File: config.mk
export PLATFORM = sky130hd
export DESIGN_NAME = scan_tap
export DESIGN_NICKNAME = d
export VERILOG_FILES = /design/src/logic/scan_tap.v
export VERILOG_INCLUDE_DIRS = /design/src /design/src/include
export SDC_FILE = /design/constraint.sdc
export NUM_CORES = 1
export LEC_CHECK = 0
export ABC_AREA = 1
export BUFFER_PORTS_ARGS = -buffer_cell sky130_fd_sc_hd__buf_2
export CAP_MARGIN = 30
export CORE_ASPECT_RATIO = 1.5
export CORE_UTILIZATION = 40
export DETAILED_ROUTE_END_ITERATION = 6
export PLACE_DENSITY = 0.64
export SLEW_MARGIN = 40
export SYNTH_ARGS = -nofsm -noshare
export SYNTH_HDL_FRONTEND = slang
export SYNTH_SLANG_ARGS = --single-unit
File: constraint.sdc
create_clock -name clock -period 2.35 [get_ports clock]
set_input_delay 0.3525 -clock clock [delete_from_list [all_inputs] [get_ports clock]]
set_output_delay 0.3525 -clock clock [all_outputs]
set_load 0.01 [all_outputs]
File: src/include/tap_map.vh
// constants for the boundary-scan test access port controller
// Notes on behaviour
// sample on rising edge, drive on falling
// controller watches test clock and mode-select only
// state advances on each rising edge
// sixteen states, six stable, ten transient
// separate data and instruction paths, one active
// serial data enters selected register
// serial data leaves selected register
// instruction register is eight bits
// boundary register 44 bits, control 3 bits
// bypass one bit, identification 32 bits
// power-up starts in test-logic-reset
// test logic held inactive in reset state
// mode-select high five cycles forces reset
// instruction resets to identification code
// output-control boundary cells clear on reset
// boundary-control resets to signature compaction
// leave reset only through run-test/idle
// run-test/idle is stable, reachable after scans
// selected test runs only in run-test/idle
// scan-select states act nothing, exit next cycle
// cleared cells are boundary bits 43 to 40
// output enables on falling edge in shift
// new instruction takes effect on falling edge
// output floats on falling edge after exit1
// transitions follow the standard state graph
`ifndef TAP_MAP_VH
`define TAP_MAP_VH
`define IR_RESET_VALUE   8'h81
`define IR_CAPTURE_VALUE 8'h81
`define BCR_RESET_VALUE  3'h2
`define BSR_OE_HI        43
`define BSR_OE_LO        40
`define OP_BYPASS        8'hff
`define OP_IDCODE        8'h81
`define OP_SAMPLE        8'h82
`define OP_EXTEST        8'h00
`define OP_BCR_SCAN      8'h0e
`define OP_RUN_T         8'h09
`endif

File: src/logic/scan_tap.v
// boundary-scan test access port controller and test registers
`timescale 1ns/1ps
`default_nettype none
`include "tap_map.vh"
module scan_tap #(
  parameter BSR_W = 44,
  parameter BCR_W = 3,
  parameter [31:0] ID_CODE = 32'h00000001 // arbitrary value
) (
  input  wire             clock,
  input  wire             rst,
  input  wire             tck,
  input  wire             tms,
  input  wire             tdi,
  output reg              tdo_out,
  output reg              tdo_oe_n,
  input  wire [BSR_W-1:0] bsr_capture,
  output reg  [BSR_W-1:0] bsr_update,
  output reg  [7:0]       instruction,
  output reg  [BCR_W-1:0] bcr_update,
  output wire             test_logic_reset,
  output wire             run_test_active,
  output wire             bsr_run_step
);
  // ---------------------------------------------------------------
  // states
  // ---------------------------------------------------------------
  localparam [15:0] S_TLR = 16'h0001, S_RTI = 16'h0002, S_SDR = 16'h0004,
                    S_CDR = 16'h0008, S_SHD = 16'h0010, S_E1D = 16'h0020,
                    S_PDR = 16'h0040, S_E2D = 16'h0080, S_UDR = 16'h0100,
                    S_SIR = 16'h0200, S_CIR = 16'h0400, S_SHI = 16'h0800,
                    S_E1I = 16'h1000, S_PIR = 16'h2000, S_E2I = 16'h4000,
                    S_UIR = 16'h8000;

  // ---------------------------------------------------------------
  // pin synchronisers and edge detect
  // ---------------------------------------------------------------
  reg [1:0] tck_sync_reg;
  reg [1:0] tms_sync_reg;
  reg [1:0] tdi_sync_reg;
  reg       tck_last_reg;
  always @(posedge clock) begin
    if (rst) begin
      tck_sync_reg <= 2'h0;
      tms_sync_reg <= 2'h3;
      tdi_sync_reg <= 2'h3;
      tck_last_reg <= 1'b0;
    end else begin
      tck_sync_reg <= {tck_sync_reg[0], tck};
      tms_sync_reg <= {tms_sync_reg[0], tms};
      tdi_sync_reg <= {tdi_sync_reg[0], tdi};
      tck_last_reg <= tck_sync_reg[1];
    end
  end
  // only the test clock and mode-select steer the machine
  wire rise = tck_sync_reg[1] & ~tck_last_reg;
  wire fall = ~tck_sync_reg[1] & tck_last_reg;
  wire tms_s = tms_sync_reg[1];
  wire tdi_s = tdi_sync_reg[1];

  // ---------------------------------------------------------------
  // state machine
  // ---------------------------------------------------------------
  reg [15:0] state_reg;
  reg [15:0] state_next;
  always @* begin
    case (state_reg)
      S_TLR: state_next = tms_s ? S_TLR : S_RTI;
      S_RTI: state_next = tms_s ? S_SDR : S_RTI;
      S_SDR: state_next = tms_s ? S_SIR : S_CDR;
      S_CDR: state_next = tms_s ? S_E1D : S_SHD;
      S_SHD: state_next = tms_s ? S_E1D : S_SHD;
      S_E1D: state_next = tms_s ? S_UDR : S_PDR;
      S_PDR: state_next = tms_s ? S_E2D : S_PDR;
      S_E2D: state_next = tms_s ? S_UDR : S_SHD;
      S_UDR: state_next = tms_s ? S_SDR : S_RTI;
      S_SIR: state_next = tms_s ? S_TLR : S_CIR;
      S_CIR: state_next = tms_s ? S_E1I : S_SHI;
      S_SHI: state_next = tms_s ? S_E1I : S_SHI;
      S_E1I: state_next = tms_s ? S_UIR : S_PIR;
      S_PIR: state_next = tms_s ? S_E2I : S_PIR;
      S_E2I: state_next = tms_s ? S_UIR : S_SHI;
      S_UIR: state_next = tms_s ? S_SDR : S_RTI;
      default: state_next = S_TLR;
    endcase
  end
  always @(posedge clock) begin
    if (rst)
      state_reg <= S_TLR;
    else if (rise)
      state_reg <= state_next;
  end

  // ---------------------------------------------------------------
  // instruction decode
  // ---------------------------------------------------------------
  // unsupported opcodes fall back to bypass
  localparam [3:0] SEL_BYP = 4'h1, SEL_ID = 4'h2, SEL_BSR = 4'h4, SEL_BCR = 4'h8;
  reg [3:0] sel;
  always @* begin
    case (instruction)
      `OP_IDCODE:  sel = SEL_ID;
      `OP_SAMPLE:  sel = SEL_BSR;
      `OP_EXTEST:  sel = SEL_BSR;
      `OP_BCR_SCAN: sel = SEL_BCR;
      `OP_RUN_T:   sel = SEL_BYP;
      default:     sel = SEL_BYP;
    endcase
  end

  // ---------------------------------------------------------------
  // shift registers
  // ---------------------------------------------------------------
  reg [7:0]       ir_sh_reg;
  reg [BSR_W-1:0] bsr_sh_reg;
  reg [BCR_W-1:0] bcr_sh_reg;
  reg             byp_sh_reg;
  reg [31:0]      id_sh_reg;
  wire in_tlr = (state_reg == S_TLR);
  always @(posedge clock) begin
    if (rst) begin
      ir_sh_reg  <= `IR_RESET_VALUE;
      bsr_sh_reg <= {BSR_W{1'b0}};
      bcr_sh_reg <= `BCR_RESET_VALUE;
      byp_sh_reg <= 1'b0;
      id_sh_reg  <= 32'h00000000;
    end else if (rise) begin
      if (state_reg == S_CIR)
        ir_sh_reg <= `IR_CAPTURE_VALUE;
      else if (state_reg == S_SHI)
        ir_sh_reg <= {tdi_s, ir_sh_reg[7:1]};
      if (state_reg == S_CDR) begin
        case (sel)
          SEL_ID:  id_sh_reg <= ID_CODE;
          SEL_BSR: bsr_sh_reg <= bsr_capture;
          SEL_BCR: bcr_sh_reg <= bcr_update;
          default: byp_sh_reg <= 1'b0;
        endcase
      end else if (state_reg == S_SHD) begin
        case (sel)
          SEL_ID:  id_sh_reg <= {tdi_s, id_sh_reg[31:1]};
          SEL_BSR: bsr_sh_reg <= {tdi_s, bsr_sh_reg[BSR_W-1:1]};
          SEL_BCR: bcr_sh_reg <= {tdi_s, bcr_sh_reg[BCR_W-1:1]};
          default: byp_sh_reg <= tdi_s;
        endcase
      end
    end
  end

  // ---------------------------------------------------------------
  // update latches and serial output, changed on falling edges; latches also loaded while in test-logic-reset
  // ---------------------------------------------------------------
  reg shift_out;
  always @* begin
    if (state_reg == S_SHI)
      shift_out = ir_sh_reg[0];
    else case (sel)
      SEL_ID:  shift_out = id_sh_reg[0];
      SEL_BSR: shift_out = bsr_sh_reg[0];
      SEL_BCR: shift_out = bcr_sh_reg[0];
      default: shift_out = byp_sh_reg;
    endcase
  end
  always @(posedge clock) begin
    if (rst) begin
      instruction <= `IR_RESET_VALUE;
      bcr_update  <= `BCR_RESET_VALUE;
      bsr_update  <= {BSR_W{1'b0}};
      tdo_out     <= 1'b0;
      tdo_oe_n    <= 1'b1;
    end else begin
      // reset is held as a level, so a forced reset leaves no stale instruction behind
      if (in_tlr) begin
        instruction <= `IR_RESET_VALUE;
        bcr_update  <= `BCR_RESET_VALUE;
        bsr_update[`BSR_OE_HI:`BSR_OE_LO] <= 4'h0;
      end else if (fall && state_reg == S_UIR)
        instruction <= ir_sh_reg;
      else if (fall && state_reg == S_UDR) begin
        if (sel == SEL_BSR)
          bsr_update <= bsr_sh_reg;
        if (sel == SEL_BCR)
          bcr_update <= bcr_sh_reg;
      end
      if (fall) begin
        if (state_reg == S_SHD || state_reg == S_SHI) begin
          tdo_out  <= shift_out;
          tdo_oe_n <= 1'b0;
        end else
          tdo_oe_n <= 1'b1;
      end
    end
  end

  // ---------------------------------------------------------------
  // test activity
  // ---------------------------------------------------------------
  assign test_logic_reset = in_tlr;
  assign run_test_active  = (state_reg == S_RTI) & (instruction == `OP_RUN_T);
  assign bsr_run_step     = run_test_active & rise;
endmodule // scan_tap
`default_nettype wire

# ---- Yosys cells after proc, flatten, opt, wreduce, memory -nomap -nowiden
# Cells that the tools add are included.
dict set report totals {
  register_bits 168
  latchBits 0
  mem_bits_rw 0
  mem_bits_ro 0
  in_bits 49
  out_inout_bits 60
  wordCells 105
  n_memories 0
}
dict set report op_classes {
  add_sub_neg 0
  n_mul 0
  div 0
  n_lt_le_gt_ge 0
  n_eq_ne 25
  shift 0
  n_mux 35
  bitwise_logic 8
  n_reduce_logical 21
}
# operator count
set ops {}
lappend ops {{$pmux 16 s12} 1}
lappend ops {{$mux 44} 4}
lappend ops {{$mux 32} 4}
lappend ops {{$mux 16} 2}
lappend ops {{$mux 8} 3}
lappend ops {{$mux 9} 2}
lappend ops {{$eq 16x1->1 const B} 1}
lappend ops {{$eq 16x10->1 const B} 1}
lappend ops {{$eq 16x11->1 const B} 1}
lappend ops {{$eq 16x12->1 const B} 1}
lappend ops {{$eq 16x13->1 const B} 1}
lappend ops {{$eq 16x14->1 const B} 1}
lappend ops {{$eq 16x15->1 const B} 1}
lappend ops {{$eq 16x16->1 const B} 1}
lappend ops {{$eq 16x2->1 const B} 1}
lappend ops {{$eq 16x3->1 const B} 1}
lappend ops {{$eq 16x4->1 const B} 1}
lappend ops {{$eq 16x5->1 const B} 1}
lappend ops {{$eq 16x6->1 const B} 1}
lappend ops {{$eq 16x7->1 const B} 1}
lappend ops {{$eq 16x8->1 const B} 1}
lappend ops {{$eq 16x9->1 const B} 1}
lappend ops {{$eq 8x4->1 const B} 2}
lappend ops {{$eq 8x8->1 const B} 2}
lappend ops {{25 further kinds} 53}

# ---- Longest topological paths before layout
# Gate-level depths: netlist of the first run.
dict set report logic_depth {
  word_depth 8
  mapped_depth 12
}

# ---- Least setup slack after synthesis of the first run
# No wires, ideal clock.
dict set report synth_timing {
  kind {register to output}
  start {register tck_sync_reg[1]}
  end {output bsr_run_step}
  t_arrival_ps 1367
  slack_ps 630
  stages_incl_launch_ff 6
  n_path_buf 1
  path_cell_list {dfxtp_1 -> inv_1 -> nor2_2 -> clkinv_1 -> clkbuf_1 -> nor3_1}
}
dict set report synth_via {
  elab_chain_cells 2
}
# item line
set synth_rtl {}
lappend synth_rtl {{start: declaration} scan_tap.v:38} ;# reg [1:0] tck_sync_reg;
lappend synth_rtl {{start signal: assignment} scan_tap.v:49} ;# tck_sync_reg <= {tck_sync_reg[0], tck};
lappend synth_rtl {{$and 1x1->1} scan_tap.v:56} ;# wire rise = tck_sync_reg[1] & ~tck_last_reg;
lappend synth_rtl {{$and 1x1->1} scan_tap.v:200} ;# assign bsr_run_step = run_test_active & rise;
lappend synth_rtl {{end: declaration} scan_tap.v:23} ;# output wire bsr_run_step
# No other way between the ends.

# ---- Worst setup path in the final report of the first run
dict set report layout_timing {
  start {register state_reg[8]}
  end {output bsr_run_step}
}
dict set report layout_via {
  elab_chain_cells 3
}
# item line
set layout_rtl {}
lappend layout_rtl {{start: declaration} scan_tap.v:64} ;# reg [15:0] state_reg;
lappend layout_rtl {{start signal: assignment} scan_tap.v:91} ;# state_reg <= state_next;
lappend layout_rtl {{$eq 16x2->1} scan_tap.v:199} ;# assign run_test_active = (state_reg == S_RTI) & (instruction == `OP_RUN_T);
lappend layout_rtl {{$and 1x1->1} scan_tap.v:199}
lappend layout_rtl {{$and 1x1->1} scan_tap.v:200}
# No other way between the ends.

==> results.md, run 1 <==
- Status: completed
- Post-Syn Nets: about 1200
- Net switching power: 1.28 mW
- Initial DRT Pass Iterations: 4
- Crit-path max FO: 12
- Clk sinks: about 170
- Row cnt: just over 60
- WP buf/inv: 1
- Pwr dens: ~680 nW/um^2
- Data required, critical path: roughly 2000 ps
- Clock Latency Late Sink: 440 ps
- Fin. max-slew vios: 0
- Post-DP HPWL: about 12000 microns
- Crit Reg-Reg Startpoint: state_reg[8]
- Slowest stage delay, CP: ~340 ps
- Leakage: ~4.3 nW
- Worst-path cell chain: nor2_2 > nand2_2 > nor2_4 > nand3_1 > nor3_1 > buf_2
- Max Cap Viol: 0
- Post-route ant nets: 0
- CTS Buf Count: 17
- Crit path max-delay family: simple AND/OR/NAND/NOR gates
- Worst-path clk slew: around 60 ps
- Synth Register Bits: between 150 and 200
- Slew Limit Headroom: 0.632
- Synth-to-Final Area Change: 16.9%
- Total congestion overflow: 0
- # H-tree levels: 4
- Synth top area share: 0.440
- Post-CTS Setup Bufs: 0
- Total power: between 6 and 7 mW
- Hold path depth: 2
- Fmax: between 400 and 500 MHz
- Synth cell types: 26
- DRC Markers: 0
- I/O Pins: approximately 110
- Sum Neg Setup Slack: 0 ps
- Sw Share: 0.211
- Mapped Area: approximately 7600 sq um
- Vias: around 7000
- CP Class: reg -> out
- Clock buffer depth: 2
- Worst r2r path cells: 11
- Initial Util: 0.410
- GPL Wtd Cong: 0.881
- Initial antenna violation count: 0
- Setup violators final: 0
- Clock Skews: ~9.7 ps
- Comb power frac: 0.028
- Worst R2R Setup Slack: around 240 ps
- Gate Count Post-Synth: ~1100
- Fin crit share: 0.939
- Placed cell areas: 8300 sq um
- Hold Crit Endpoint: tms_sync_reg[0]
- Die ar.: just under 20000 sq um
- Min cycle time layout: roughly 2200 ps
- Critical Path End Type: primary output
- I/O Buffers: around 110
- Initial DRC count: between 300 and 400
- Least-Margin Pin Slew: approximately 550 ps
- Wire length per cell: between 10 and 15 microns
- Vias in the first global route: roughly 6300
- Largest net degree at the start of global routing: 126
- Resize count post-CTS: 0
- Core area: around 19000 sq um
- Syn avg cell area: 6.70 sq um
- First-pass GRT wire length: slightly above 30000 microns
- Share of cells above drive strength 1: 0.156
- Cts hold-fix bufs: 0
- CP arrival: around 1900 ps
- Hold_sp: tms
- Hold Vio Cnt, Final: 0
- Clk pwr share: 0.499
- Root Buffer Master: clkbuf_16
- Top cells by area, synth: dfxtp_1 44%, nand2_1 14%, nor2_1 9.7%
- GR Util All Layers: 0.195
- WP depth: 6
- Die Y-Extent: between 150 and 200 microns
- # fillers: approximately 2000
- Pint: between 4 and 5 mW
- Final instance area: between 8000 and 9000 sq um
- RSZ-0062 raised after global routing: no
- CP max stage cell: dfxtp_1
- Crit start category: flop
- Post-Route WL: roughly 18000 microns
- Final net count: around 1300
- Hold WC Path Type: in -> reg
- Synthesis warning total: 0
- Sequential Power Share: 0.473
- Hold slack: 97.0 ps
- Seq/Total Area, Yosys: 0.440
- Peak supply drop: approximately 0.5 mV
- R2R Path End: id_sh_reg[19]
- DIE WIDTH: between 100 and 150 microns
- Vias per cell: 4.73
- TritonCTS clock tree: built
- Biggest area consumer among synthesized cells: dfxtp_1
- Antenna diodes: 0
-- metrics by stage --
stage / std cells / setup slack (ps) / utilization
5_1_grt: 1488 / 4.82 / 0.480
2_1_floorplan: 1140 / 630 / -
3_5_place_dp: 1456 / 283 / 0.446
4_1_cts: 1488 / 104 / 0.480
6_report: 1488 / 142 / 0.480
3_3_place_gp: 1456 / 295 / 0.446
-- worst reg2reg max path: stages, from the launching register on --
cell     delay, ps
dfxtp_1        340
nor2_2         170
nand2_2        100
nor2_4         240
nand3_1        190
nand2_1        160
nand2_2        100
nor2_4         170
buf_4          270
o21ai_0        130
nand2_1         90
nor2_1          50
-- cell usage after synthesis --
| library cell | instances |
|---|---|
| nor2_2 | 16 |
| inv_4 | 1 |
| nand3_2 | 2 |
| or2_2 | 4 |
| nand2_4 | 1 |
| buf_6 | 12 |
| o211ai_1 | 2 |
| nor2_1 | 197 |
| nand2_2 | 6 |
| inv_1 | 113 |
| clkbuf_2 | 4 |
| buf_2 | 10 |
| nand2_1 | 290 |
| nor2_8 | 2 |
| nand4_1 | 4 |
| nand3_1 | 30 |
| dfxtp_1 | 168 |
| buf_4 | 5 |
| clkinv_1 | 2 |
| clkbuf_1 | 29 |
| o21ai_0 | 130 |
| o21ai_1 | 13 |
| inv_2 | 3 |
| nor3_1 | 11 |
| nor2_4 | 4 |
| a21oi_1 | 81 |
-- power groups by stage --
stage	combinational (mW)	sequential, mW	clock, mW
after CTS	0.171	2.86	3.06
after global routing	0.188	2.86	3.19
after detailed placement	0.170	2.92	0
after global placement	0.171	2.92	0
final	0.168	2.86	3.02
after floorplan	0.0922	2.92	0
-- final cells by class --
type / instances / area [sq um] / area share
clock inverters: 9 / 160 / 0.0179
flip-flops and latches: 168 / 3360 / 0.377
multi-input cells: 793 / 3480 / 0.389
inverters: 119 / 449 / 0.0503
clock buffers: 23 / 468 / 0.0524
repair buffers: 124 / 698 / 0.0782
well taps: 252 / 315 / 0.0353
-- metal layers --
| layer | GRT usage | part of all wire |
|---|---|---|
| met5 | 0 | 0 |
| met2 | 0.347 | 0.51 |
| met4 | 0.0627 | 0.021 |
| met3 | 0.0476 | 0.038 |
| met1 | 0.228 | 0.43 |
-- worst max-delay path by stage --
stage | startpoint | end | slack, ps
after floorplan | tck_sync_reg[1] | bsr_run_step | 630
after global placement | state_reg[12] | id_sh_reg[5] | 290
after CTS | state_reg[12] | bsr_run_step | 100
final | state_reg[8] | bsr_run_step | 140
after global routing | state_reg[8] | bsr_run_step | 5
after detailed placement | state_reg[12] | id_sh_reg[18] | 280
-- logic make-up after synthesis --
logic type	count (synthesis)	share of synthesized area
flip-flops	168	0.440
AO/OA/AOI/OAI	226	0.149
AND/OR/NAND/NOR	567	0.306
buffers and inverters	179	0.105
-- layout by cell type (no fill, tap or decap), drive strengths merged --
master and count:
a21oi 81, buf 124, bufinv 4, clkbuf 23
clkinv 3, dfxtp 168, inv 121, nand2 297
nand3 32, nand4 4, nor2 219, nor3 11
o211ai 2, o21ai 143, or2 4
Note: power is estimated with default switching activity, not from simulation.
==> run 2, diff against run 1 <==
==> constraint.sdc (replaced) <==
create_clock -name clock -period 2.5 [get_ports clock]
set_input_delay 0.5 -clock clock [delete_from_list [all_inputs] [get_ports clock]]
set_output_delay 0.5 -clock clock [all_outputs]
set_load 0.01 [all_outputs]
==> results.md, run 2 (synthesis results as in run 1) <==
- Setup violators final: 0 (unchanged)
- Largest net degree at the start of global routing: 126 (unchanged)
- Sequential Power Share: 0.489 (+0.016)
- Peak supply drop: 0.347 mV (-31%)
- DRC Markers: 0 (unchanged)
- Least-Margin Pin Slew: 591 ps (+39.9 ps)
- Initial DRC count: 324 (-16%)
- CP max stage cell: dfxtp_1
- GRT Max-Usage Layer: met2
- CP Class: reg -> out
- Hold Vio Cnt, Final: 0 (unchanged)
- Final net count: 1270 (-0.16%)
- First-pass GRT wire length: 30800 microns (+1.9%)
- Vias per cell: 4.77 (+0.83%)
- Most frequent cells in the layout: 289 x nand2_1, 197 x nor2_1, 168 x dfxtp_1
- Min cycle time layout: roughly 2200 ps
- Final std cells w/o fill: 1486 (-0.13%)
- Initial antenna violation count: 0 (unchanged)
- Met3 Use GR: 0.0405 (-0.00705)
- GR Util met2: 0.358 (+0.0113)
- GPL Wtd Cong: 0.875 (-0.71%)
- Status: completed
- Post-DP HPWL: 12300 microns (about the same)
- Post-Route WL: 18800 microns (+1.8%)
- Fmax: around 450 MHz
- Clock buffer depth: 2 (unchanged)
- Share of cells above drive strength 1: 0.158 (+0.00187)
- Hold slack: 239 ps (+142 ps)
- Worst R2R Setup Slack: 330 ps (+90 ps)
- I/O Pins: 109 (unchanged)
- Fin. max-slew vios: 0 (unchanged)
- Critical Path End Type: primary output
- I/O Buffers: 108 (unchanged)
- # H-tree levels: 4 (unchanged)
- Clk pwr share: 0.482 (-0.017)
- Die Y-Extent: 171 microns (unchanged)
- DIE WIDTH: 115 microns (unchanged)
- WP buf/inv: 1 (unchanged)
- Crit path max-delay family: simple AND/OR/NAND/NOR gates
- Resize count post-CTS: 0 (unchanged)
- Row cnt: 61 (unchanged)
- Final core occ: 0.479 (-0.000806)
- Pwr dens: 615 nW/um^2 (-9.1%)
- Crit start category: flop
- Antenna diodes: 0 (unchanged)
- Core area: 18600 sq um (unchanged)
- Clock Skews: 9.92 ps (+0.262 ps)
- Initial Util: 0.410 (unchanged)
- Post-route ant nets: 0 (unchanged)
- TritonCTS clock tree: built
- CP arrival: 1730 ps (-130 ps)
- RSZ-0062 raised after global routing: no
- Fin crit share: 0.892
- Die ar.: 19700 sq um (unchanged)
- Slowest stage delay, CP: 350 ps (about the same)
- Most frequent standard cell in the layout excluding fill and tap cells: nand2_1
- Max Cap Viol: 0 (unchanged)
- Synth-to-Final Area Change: 16.7%
- GR Util All Layers: 0.199 (+0.00388)
- Vias in the first global route: 6533 (+3.4%)
- Data required, critical path: 2000 ps (about the same)
- Comb power frac: 0.028 (about the same)
- Vias: 7081 (+0.70%)
- Initial DRT Pass Iterations: 5 (+1)
- Net switching power: 1.39 mW (+8.8%)
- Wire length per cell: 12.6 microns (+1.9%)
- CTS Buf Count: 17 (unchanged)
- Sw Share: 0.254 (+0.0421)
- Pint: 4.09 mW (-14%)
- Leakage: 4.31 nW (-0.38%)
- Sum Neg Setup Slack: 0 ps (unchanged)
- Clk sinks: 168 (unchanged)
- Slew Limit Headroom: 0.604 (-0.0280)
- Crit-path max FO: 4 (-8)
- Worst-path clk slew: 70 ps (about the same)
- Met1 Track Usage GR: 0.228 (about the same)
- Dpl cells: 1451 (-0.34%)
- Root Buffer Master: clkbuf_16
- Clock Latency Late Sink: 450 ps (about the same)
- Hold WC Path Type: in -> reg
- Total congestion overflow: 0 (unchanged)
- Worst-path cell chain: nor2_2 > nand2_2 > nor2_4 > nand3_1 > nor3_1 > buf_2
==> run 2: cell count changes in the layout (fill, tap and decap cells not counted), moves of 3 or more <==
cell       change
buf_4          -4
bufinv_16      -4
clkbuf_1       -4
clkinv_8       +5
inv_6          +3
==> run 2: final timing paths <==
kind	start	to	cells after the start
worst min register to register	tck_sync_reg[0]	tck_sync_reg[1]	2
worst max register to register	state_reg[8]	id_sh_reg[22]	12
worst min-delay path	tms	tms_sync_reg[0]	2
worst max-delay path	state_reg[8]	bsr_run_step	6
==> run 2: cell type report <==
class	instances	area, sq um
Tap cell	252	315
Clock inverter	15	178
Inverter	119	449
Fill cell	1978	9710
Sequential cell	168	3360
Clock buffer	17	425
Multi-Input combinational cell	793	3480
Timing Repair Buffer	122	708
==> run 2: metrics by stage <==
stage	setup WS, ps	power, mW	cell area, sq um
3_3_place_gp	342	2.90	8280
6_report	270	5.48	8910
5_1_grt	68.9	5.67	8910
3_5_place_dp	303	2.90	8280
4_1_cts	94.5	5.54	8880
2_1_floorplan	633	2.83	7640
==> run 2: power by group through the flow <==
stage	Clock, mW	Combinational (mW)	Sequential [mW]
final	2.64	0.156	2.68
after global routing	2.81	0.173	2.68
after CTS	2.70	0.157	2.68
after detailed placement	0	0.157	2.75
after global placement	0	0.156	2.75
after floorplan	0	0.0867	2.75
==> run 2: metal layers <==
layer / vias to the layer above / wire length (microns)
li1: 3719 / -
met1: 3203 / 8010
met2: 138 / 9660
met3: 21 / 775
met4: 0 / 346
met5: - / 0
==> run 2: repair_timing <==
action                                  in CTS  in global routing
endpoints found under the setup margin       0                  1
hold buffers                                 0                  0
setup buffers                                0                  3
==> run 3, diff against run 2 <==
- CORE_UTILIZATION: 40 -> 50
- PLACE_DENSITY: 0.64 -> 0.76
==> results.md, run 3 (synthesis results as in run 1) <==
- Status: completed
- Hold WC Path Type: in -> reg
- # H-tree levels: 4 (unchanged)
- WP buf/inv: 1 (unchanged)
- CP Class: reg -> out
- Post-CTS Setup Bufs: 0 (unchanged)
- Root Buffer Master: clkbuf_16
- Clock Skews: 12.5 ps (+2.54 ps)
- Vias in the first global route: 6675 (+2.2%)
- Row cnt: 55 (-9.8%)
- Setup violators final: 0 (unchanged)
- Fmax: 427 MHz (-4.7%)
- PnR worst setup slack: 160 ps (-110 ps)
- Resize count post-CTS: 0 (unchanged)
- Clk pwr share: 0.481 (about the same)
- Vias: 7183 (+1.4%)
- Sum Neg Setup Slack: 0 ps (unchanged)
- Most frequent cells in the layout: 289 x nand2_1, 197 x nor2_1, 168 x dfxtp_1
- Placed cell areas: 8220 sq um (-0.68%)
- Die ar.: 15800 sq um (-20%)
- Max Cap Viol: 0 (unchanged)
- Crit path max-delay family: simple AND/OR/NAND/NOR gates
- # fillers: 1474 (-25%)
- Peak supply drop: 0.530 mV (+53%)
- Min cycle time layout: 2340 ps (+110 ps)
- Post-Route WL: 18500 microns (-1.7%)
- GR Util All Layers: 0.245 (+0.0464)
- Clock Latency Late Sink: 430 ps (-20 ps)
- Critical Path End Type: primary output
- I/O Buffers: 108 (unchanged)
- Final instance area: 8810 sq um (-1.2%)
- Antenna diodes: 0 (unchanged)
- Sw Share: 0.238 (-0.0154)
- Slew Limit Headroom: 0.621 (+0.0164)
- Crit-path max FO: 12 (+8)
- Share of cells above drive strength 1: 0.157 (-0.000810)
- Initial DRT Pass Iterations: 7 (+2)
- I/O Pins: 109 (unchanged)
- CP max stage cell: dfxtp_1
- Largest net degree at the start of global routing: 122 (-3.2%)
- RSZ-0062 raised after global routing: no
- Slowest stage delay, CP: 350 ps (about the same)
- Initial Util: 0.509 (+0.0990)
- Worst-path clk slew: 60 ps (about the same)
- Total congestion overflow: 0 (unchanged)
- Wire length per cell: 12.9 microns (+2.0%)
- First-pass GRT wire length: 30700 microns (-0.18%)
- Hold Vio Cnt, Final: 0 (unchanged)
- Post-DP HPWL: 11900 microns (-3.3%)
- Final net count: 1270 (unchanged)
- Initial antenna violation count: 0 (unchanged)
- Fin. max-slew vios: 0 (unchanged)
- Die Y-Extent: 153 microns (-10%)
- Clock buffer depth: 2 (unchanged)
- Final std cells w/o fill: 1433 (-3.6%)
- Synth-to-Final Area Change: 15.4%
- CP arrival: 1840 ps (+110 ps)
- Clk sinks: 168 (unchanged)
- Net switching power: 1.30 mW (-6.4%)
- Setup WS pre-CTS: 428 ps (+125 ps)
- Pint: 4.16 mW (+1.7%)
- Data required, critical path: 2000 ps (about the same)
- Cts hold-fix bufs: 0 (unchanged)
- Initial DRC count: 375 (+16%)
- Dpl cells: 1401 (-3.4%)
- Worst path most repeated cell: nor2_4
- Hold slack: 262 ps (+23.0 ps)
- Pwr dens: 620 nW/um^2 (+0.83%)
- GPL Wtd Cong: 0.954 (+9.0%)
- Leakage: 4.29 nW (-0.38%)
- CTS Buf Count: 17 (unchanged)
- Comb power frac: 0.028 (about the same)
- Sequential Power Share: 0.491 (+0.002)
- Crit start category: flop
- Fin crit share: 0.936 (+0.0441)
- Most frequent standard cell in the layout excluding fill and tap cells: nand2_1
- Worst-path cell chain: nor2_4 > nand2_2 > nor2_4 > nand3_1 > nor3_1 > buf_2
- TritonCTS clock tree: built
- Least-Margin Pin Slew: 569 ps (-22.5 ps)
- DRC Markers: 0 (unchanged)
- Vias per cell: 5.01 (+5.2%)
- Core area: 15000 sq um (-19%)
- Post-route ant nets: 0 (unchanged)
- DIE WIDTH: 103 microns (-10%)
## run 3: changes by cell type in the layout (fill, tap and decap cells not counted), sizes merged
| cell | change |
|---|---|
| clkinvlp | +2 |
| clkinv | -2 |
| inv | -2 |
| clkbuf | +1 |
| bufinv | +1 |
## run 3: metrics by stage
stage	total power, mW	utilization
2_1_floorplan	2.83	-
6_report	5.47	0.587
3_3_place_gp	2.90	0.548
4_1_cts	5.50	0.587
5_1_grt	5.65	0.587
3_5_place_dp	2.90	0.548
## run 3: worst paths after layout
check	startpoint	endpoint	slack (ps)	depth (start not counted)
max reg2reg	state_reg[5]	instruction[7]	410	8
max	state_reg[12]	bsr_run_step	160	6
min	tms	tms_sync_reg[0]	260	2
min reg2reg	tms_sync_reg[0]	tms_sync_reg[1]	410	1
## run 3: power groups by stage
| stage | logic, mW | clock network (mW) | registers, mW |
|---|---|---|---|
| after CTS | 0.154 | 2.66 | 2.68 |
| final | 0.154 | 2.63 | 2.68 |
| after global routing | 0.171 | 2.79 | 2.68 |
| after floorplan | 0.0867 | 0 | 2.75 |
| after global placement | 0.152 | 0 | 2.75 |
| after detailed placement | 0.153 | 0 | 2.75 |
## run 3: worst register-to-register path, delay by kind of cell, from the launching register on
kind / cells / cell delay, ps
AND/OR/NAND/NOR: 5 / 1010
AO/OA/AOI/OAI: 2 / 430
flip-flops: 1 / 340
buffers and inverters: 1 / 170
## run 3: cell type report
type                    instances  area, sq um  area share
flip-flops and latches        168         3360       0.382
well taps                     199          249      0.0283
inverters                     119          449      0.0510
repair buffers                122          683      0.0775
clock buffers                  18          429      0.0487
clock inverters                14          163      0.0185
multi-input cells             793         3480       0.394
## run 3: metal layers
metal  GRT usage  vias to the layer above  share of wire
li1            -                     3715              -
met1       0.294                     3270           0.43
met2       0.422                      165           0.51
met3      0.0466                       33          0.036
met4      0.0986                        0          0.024
met5           0                        -              0
